===== config.mk =====
export PLATFORM = sky130hd
export DESIGN_NAME = mies_core
export DESIGN_NICKNAME = d
export VERILOG_FILES = /design/src/hdl/mies_pkg.sv /design/src/hdl/mies_core.sv /design/src/hdl/mies_data_mem.sv
export VERILOG_INCLUDE_DIRS = /design/src /design/src/hdl
export SDC_FILE = /design/constraint.sdc
export NUM_CORES = 2
export LEC_CHECK = 0
export BUFFER_PORTS_ARGS = -buffer_cell sky130_fd_sc_hd__buf_2
export CORE_UTILIZATION = 45
export DETAILED_ROUTE_END_ITERATION = 8
export RECOVER_POWER = 100
export SYNTH_ARGS = -nofsm -noshare
export SYNTH_HDL_FRONTEND = slang
export SYNTH_SLANG_ARGS = --single-unit

===== constraint.sdc =====
create_clock -name clk_i -period 4.9 [get_ports clk_i]
set_input_delay 0.735 -clock clk_i [delete_from_list [all_inputs] [get_ports clk_i]]
set_output_delay 0.735 -clock clk_i [all_outputs]
set_load 0.005 [all_outputs]

===== src/hdl/mies_map.svh =====
// Constants for the instruction execution subset: widths, opcodes, reset values and counts.
`ifndef MIES_MAP_SVH
`define MIES_MAP_SVH
`define MIES_DATA_W 8
`define MIES_ADDR_W 7
`define MIES_PC_W 11
`define MIES_OP_W 5
`define MIES_INSTR_W 16
`define MIES_MEM_DEPTH 128
`define MIES_OP_IDLE 5'h00
`define MIES_OP_DEC_W 5'h01
`define MIES_OP_SLEEP 5'h02
`define MIES_OP_INCM 5'h03
`define MIES_OP_INC_W 5'h04
`define MIES_OP_BRANCH 5'h05
`define MIES_OP_MOVAM 5'h06
`define MIES_OP_MOVAX 5'h07
`define MIES_OP_MOVMA 5'h08
`define MIES_PC_RESET 11'h000
`define MIES_W_RESET 8'h00
`define MIES_MEM_RESET 8'h00
`define MIES_BRANCH_CYCLES 2
`define MIES_PC_STEP 11'h001
`endif


===== src/hdl/mies_pkg.sv =====
// Types for the instruction execution subset.
package mies_pkg;
	typedef enum logic [1:0] {
		MIES_RUN = 2'b00,
		MIES_DUMMY = 2'b01,
		MIES_HALTED = 2'b10
	} mies_state_e;
	typedef logic [7:0] mies_byte_t;
endpackage


===== src/hdl/mies_core.sv =====
// Execution core for a subset of the 8-bit instruction set.
`timescale 1ns/1ps
`include "mies_map.svh"

// Summary of operation
// (RL1) Decrement-into-working: memory minus one, zero flag.
// (RL2) Sleep halts execution and drops the clock request.
// (RL3) Sleep clears watchdog counter and prescaler.
// (RL4) Sleep sets sleep flag, clears expired flag.
// (RL5) Increment memory in place, update zero flag.
// (RL6) Increment-into-working: memory plus one, zero flag.
// (RL7) Branch loads address, two cycles, no flags.
// (RL8) Copy memory to working, no flags.
// (RL9) Load literal into working, no flags.
// (RL10) Copy working to memory, no flags.
// (RL11) Idle op changes nothing but program counter.
// (RL12) Other ops take one cycle, counter plus one.
module mies_core (
	input wire logic clk_i,
	input wire logic reset_n_i,
	input wire logic [`MIES_INSTR_W-1:0] instr_i,
	input wire logic wake_i,
	input wire logic watchdog_expire_i,
	output logic [`MIES_PC_W-1:0] pc_o,
	output logic [`MIES_DATA_W-1:0] working_register_o,
	output logic zero_flag_o,
	output logic sleep_entered_flag_o,
	output logic watchdog_expired_flag_o,
	output logic watchdog_clear_o,
	output logic clock_run_o,
	output logic instr_done_o
);
	mies_pkg::mies_state_e state;
	mies_pkg::mies_state_e next_state;
	logic [`MIES_PC_W-1:0] next_pc;
	logic [`MIES_DATA_W-1:0] next_working;
	logic next_zero;
	logic next_sleep_flag;
	logic next_expired_flag;
	logic watchdog_clear;
	logic next_watchdog_clear;

	// Instruction fields: opcode on top, then address or literal or branch target.
	wire logic [`MIES_OP_W-1:0] opcode = instr_i[15:11];
	wire logic [`MIES_ADDR_W-1:0] mem_addr = instr_i[`MIES_ADDR_W-1:0];
	wire logic [`MIES_DATA_W-1:0] literal = instr_i[`MIES_DATA_W-1:0];
	wire logic [`MIES_PC_W-1:0] target = instr_i[`MIES_PC_W-1:0];
	wire logic [`MIES_DATA_W-1:0] mem_rd;
	wire logic running = (state == mies_pkg::MIES_RUN);

	// Shared arithmetic for the three increment and decrement forms.
	function automatic logic [`MIES_DATA_W-1:0] step_byte(input logic [`MIES_DATA_W-1:0] v,
			input logic down);
		step_byte = down ? v - 8'h01 : v + 8'h01;
	endfunction

	// Decode the memory write; only increment-memory and copy-to-memory write.
	wire logic is_incm = running && (opcode == `MIES_OP_INCM);
	wire logic is_movma = running && (opcode == `MIES_OP_MOVMA);
	wire logic mem_we = is_incm || is_movma;
	wire logic [`MIES_DATA_W-1:0] mem_wd = is_incm ? step_byte(mem_rd, 1'b0)
		: working_register_o;

	mies_data_mem u_mem (
		.clk_i(clk_i),
		.reset_n_i(reset_n_i),
		.addr_i(mem_addr),
		.wr_en_i(mem_we),
		.wr_data_i(mem_wd),
		.rd_data_o(mem_rd)
	);

	// Next-state decode. Opcodes outside the subset behave as idle.
	always_comb begin
		next_state = state;
		next_pc = pc_o;
		next_working = working_register_o;
		next_zero = zero_flag_o;
		next_sleep_flag = sleep_entered_flag_o;
		next_expired_flag = watchdog_expired_flag_o;
		next_watchdog_clear = 1'b0;
		if (watchdog_expire_i) begin
			next_expired_flag = 1'b1;
		end
		case (state)
			mies_pkg::MIES_RUN: begin
				next_pc = pc_o + `MIES_PC_STEP; // RL12
				case (opcode)
					`MIES_OP_DEC_W: begin
						next_working = step_byte(mem_rd, 1'b1); // RL1
						next_zero = (step_byte(mem_rd, 1'b1) == 8'h00); // RL1
					end
					`MIES_OP_SLEEP: begin
						next_state = mies_pkg::MIES_HALTED; // RL2
						next_watchdog_clear = 1'b1; // RL3
						next_sleep_flag = 1'b1; // RL4
						next_expired_flag = 1'b0; // RL4
					end
					`MIES_OP_INCM: begin
						next_zero = (mem_wd == 8'h00); // RL5
					end
					`MIES_OP_INC_W: begin
						next_working = step_byte(mem_rd, 1'b0); // RL6
						next_zero = (step_byte(mem_rd, 1'b0) == 8'h00); // RL6
					end
					`MIES_OP_BRANCH: begin
						next_pc = target; // RL7
						next_state = mies_pkg::MIES_DUMMY; // RL7
					end
					`MIES_OP_MOVAM: begin
						next_working = mem_rd; // RL8
					end
					`MIES_OP_MOVAX: begin
						next_working = literal; // RL9
					end
					`MIES_OP_MOVMA: begin
						next_working = working_register_o; // RL10
					end
					default: begin
						next_working = working_register_o; // RL11
					end
				endcase
			end
			mies_pkg::MIES_DUMMY: begin
				next_state = mies_pkg::MIES_RUN; // RL7
			end
			mies_pkg::MIES_HALTED: begin
				// Wake-up leaves both sleep-related flags for software to inspect.
				if (wake_i) begin
					next_state = mies_pkg::MIES_RUN;
				end
			end
			default: begin
				next_state = mies_pkg::MIES_RUN;
			end
		endcase
	end

	// State registers; while halted the watchdog clear drops and the expired flag can still set; the rest hold.
	always_ff @(posedge clk_i or negedge reset_n_i) begin
		if (!reset_n_i) begin
			state <= mies_pkg::MIES_RUN;
			pc_o <= `MIES_PC_RESET;
			working_register_o <= `MIES_W_RESET;
			zero_flag_o <= 1'b0;
			sleep_entered_flag_o <= 1'b0;
			watchdog_expired_flag_o <= 1'b0;
			watchdog_clear <= 1'b0;
		end else begin
			state <= next_state;
			pc_o <= next_pc;
			working_register_o <= next_working;
			zero_flag_o <= next_zero;
			sleep_entered_flag_o <= next_sleep_flag;
			watchdog_expired_flag_o <= next_expired_flag;
			watchdog_clear <= next_watchdog_clear;
		end
	end

	// The clock request drops while halted; the clock unit outside gates the clock.
	assign clock_run_o = (state != mies_pkg::MIES_HALTED); // RL2
	assign watchdog_clear_o = watchdog_clear; // RL3
	assign instr_done_o = running;
endmodule // mies_core


===== src/hdl/mies_data_mem.sv =====
// Data memory held in flip-flops with one combinational read port and one write port.
`timescale 1ns/1ps
`include "mies_map.svh"
module mies_data_mem (
	input wire logic clk_i,
	input wire logic reset_n_i,
	input wire logic [`MIES_ADDR_W-1:0] addr_i,
	input wire logic wr_en_i,
	input wire logic [`MIES_DATA_W-1:0] wr_data_i,
	output logic [`MIES_DATA_W-1:0] rd_data_o
);
	logic [`MIES_DATA_W-1:0] mem [`MIES_MEM_DEPTH];

	// The read is combinational so an instruction can read and modify in one cycle.
	assign rd_data_o = mem[addr_i];

	// Contents only change on reset or an explicit write, which keeps them through sleep.
	always_ff @(posedge clk_i or negedge reset_n_i) begin
		if (!reset_n_i) begin
			for (int i = 0; i < `MIES_MEM_DEPTH; i++) begin
				mem[i] <= `MIES_MEM_RESET;
			end
		end else if (wr_en_i) begin
			mem[addr_i] <= wr_data_i;
		end
	end
endmodule // mies_data_mem


==> results.tsv <==
metric	value	unit
yosysMostFrequentCell	nand2_1	
synth-edff-count	0	
fin_nets	4801	
ant_nets	0	
path_class	in2reg	
r2r_cells	15	
num_antenna_cells	0	
max_slew_margin	-1.11	
clk_latency	0.71	ns
tightest_slew	3.16	ns
die_y	325	um
place.port_buffers	44	
dp_slack	-0.101	ns
hold-path-cell-count	2	
ys_types	86	
clk_root_buffer_cell	clkbuf_16	
first_pass_iters	7	
cp_data_arrival_time	5.10	ns
cts.reportedPaths.clkPinSlew	0.06	ns
finalSetupTns	0	ns
fillers	9533	
async_flop_share	1.00	
clockPowerShare	0.436	
ys.flop_type	dfrtp_1	
cp_max_fo	13	
rsz0062_at_grt	false	
antenna_found_initial	5	
worst_hold_path.endpoint	state[1]$_DFFE_PN0P_	
min_from	wake_i	
rrSetupSlack	0.76	ns
stdcell_area	53800	sq um
hold_class	in2reg	
grtUsageTotal	0.300	
io_pins	45	
syn_inst	4735	
synthTopCellsByCount	nand2_1, dfrtp_1, o21ai_0	
drive_gt1_frac	0.141	
cp-start-kind	input port	
drv_slew	932	
switching_share	0.272	
cts.path.max_buffers	3	
cts-buffers-inserted	112	
dpl_cell_area	50200	sq um
required	5.46	ns
syn_nets	4759	
yosys_warnings	0	
period_needed	4.54	ns
start_util	0.454	
grt_pass1_wl	239	mm
ir_drop	0.325	mV
reg2reg_to	u_mem.mem[167]$_DFFE_PN0P_	
synthTopCellsByArea	dfrtp_1, o21ai_0, nand2_1, mux4_2, mux2i_1	
p_leak	0.0235	uW
cts_sinks	1049	
row_count	118	
end_kind	register	
grt_start_max_net_pins	162	
synth_top_cell_by_area	dfrtp_1	
switching_power	5590	uW
cts_resized	0	
wire_per_inst	25.2	um
fin_skew	0.0332	ns
dieArea	106000	sq um
grt_pass1_vias	36200	
rr_startpoint	u_mem.mem[285]$_DFFE_PN0P_	
hpwl	105	mm
cts_tree	done	
die_w	325	um
pwr-share-comb	0.126	
min_period_over_period	0.927	
placed_cells	6042	
violations	capacitance limit, slew limit	
hold_violations	0	
core_area	104000	sq um
drc	0	
hold_buffers	1	
h-tree-depth	3	
postCtsSetupBuffers	0	
worst_slack	0.356	ns
syn_to_final_growth	14.3	%
syn_avg_cell_area	9.95	sq um
grt-ovfl-total	0	
gp_congestion	0.937	
vias	36900	
wirelength	158	mm
status	finished with violations	
cellPowerDensity	381	nW/um^2
synth_top_area_frac	0.557	
power.internal	14900	uW
drtIter0Drc	3749	
fmax	220	MHz
setup_viol	0	
stdcell_count	6247	
p_seq_frac	0.437	
maxCapViolCount	9	
via_per_inst	5.91	
syn-cell-area	47100	sq um
ys_seq_elements	1049	
ys_seq_area_frac	0.557	
==> worst max-delay path: stages <==
cell      delay [ns]
buf_8           0.16
buf_12          0.18
and2_2          0.24
buf_4           0.23
a22o_1          0.27
a221oi_1        0.74
o22ai_1         0.16
or4_1           0.48
a32oi_1         0.43
or4_1           0.23
nor2_2          0.06
xnor2_1         0.15
mux2i_4         0.19
clkbuf_1        0.38
clkbuf_1        0.28
o21ai_0         0.14
==> power groups by stage <==
stage | Sequential [uW] | Clock (uW) | Combinational (uW)
final | 8980 | 8950 | 2590
after global routing | 9000 | 9400 | 2750
after CTS | 8970 | 9050 | 2640
after detailed placement | 9130 | 0 | 2630
after global placement | 9120 | 0 | 2620
after floorplan | 9090 | 0 | 1340
==> flip-flops by register name, indices dropped and copies added, names as in the netlist <==
signal and flops:
zero_flag_o 1, u_mem.mem 1024, watchdog_clear_o 1, pc_o 11, working_register_o 8, watchdog_expired_flag_o 1, state 2, sleep_entered_flag_o 1
==> layout make-up <==
class | instances | area (sq um) | area share
Clock inverter | 39 | 557 | 0.0103
Multi-Input combinational cell | 3262 | 19000 | 0.352
Clock buffer | 165 | 3320 | 0.0616
Tap cell | 1380 | 1730 | 0.0321
Timing Repair Buffer | 333 | 2970 | 0.0552
Inverter | 19 | 72.6 | 0.00135
Sequential cell | 1049 | 26300 | 0.487
==> how the worst max path moves through the flow <==
| stage | from | to | cells after the start |
|---|---|---|---|
| 3_3_place_gp | instr_i[0] | u_mem.mem[167]$_DFFE_PN0P_ | 17 |
| 2_1_floorplan | instr_i[1] | zero_flag_o$_DFFE_PN0P_ | 17 |
| 3_5_place_dp | instr_i[0] | u_mem.mem[167]$_DFFE_PN0P_ | 17 |
| 6_report | instr_i[0] | u_mem.mem[941]$_DFFE_PN0P_ | 16 |
| 5_1_grt | instr_i[1] | u_mem.mem[901]$_DFFE_PN0P_ | 17 |
| 4_1_cts | instr_i[0] | u_mem.mem[167]$_DFFE_PN0P_ | 17 |
==> per-stage QoR <==
| stage | utilization | power (uW) | hold WS [ns] |
|---|---|---|---|
| 6_report | 0.520 | 20500 | 0.243 |
| 2_1_floorplan | - | 10400 | 0.439 |
| 5_1_grt | 0.520 | 21100 | 0.249 |
| 3_3_place_gp | 0.484 | 11700 | 0.452 |
| 4_1_cts | 0.522 | 20700 | 0.217 |
| 3_5_place_dp | 0.484 | 11800 | 0.456 |
==> cells by family (layout without fill, tap and decap cells) <==
group                      Yosys count  count (layout)  synth area share
DFF                               1049            1049             0.557
adders and majority gates            4               4           0.00106
muxes                              273             273            0.0875
buffers and inverters              424             556            0.0437
AOI/OAI and AO/OA                 1500            1500             0.183
xor gates and xnor gates            18              18           0.00335
and+or+nand+nor                   1467            1467             0.124
==> per-layer routing <==
| layer | global-route usage | routed length, um | vias to the layer above | share of wire |
|---|---|---|---|---|
| met4 | 0.135 | 7610 | 10 | 0.048 |
| li1 | - | - | 16700 | - |
| met1 | 0.424 | 67800 | 18400 | 0.43 |
| met2 | 0.448 | 69600 | 1500 | 0.44 |
| met5 | 0 | 69 | - | 0.00044 |
| met3 | 0.0562 | 12500 | 376 | 0.079 |
==> placed cells by master, fill, tap and decap left out, types with 20 or more instances in the layout <==
cell / instances
nand2_1: 1246
o21ai_0: 1073
dfrtp_1: 1049
buf_4: 206
clkbuf_16: 116
mux2i_1: 113
mux4_2: 106
a221oi_1: 91
nor2_1: 89
a22oi_1: 69
a21oi_1: 66
clkbuf_1: 59
buf_12: 51
mux2_2: 48
o22ai_1: 37
buf_2: 26
nand3_1: 25
clkbuf_8: 24
nor3_1: 22
a22o_1: 20
Note: power is estimated with default switching activity, not from simulation.
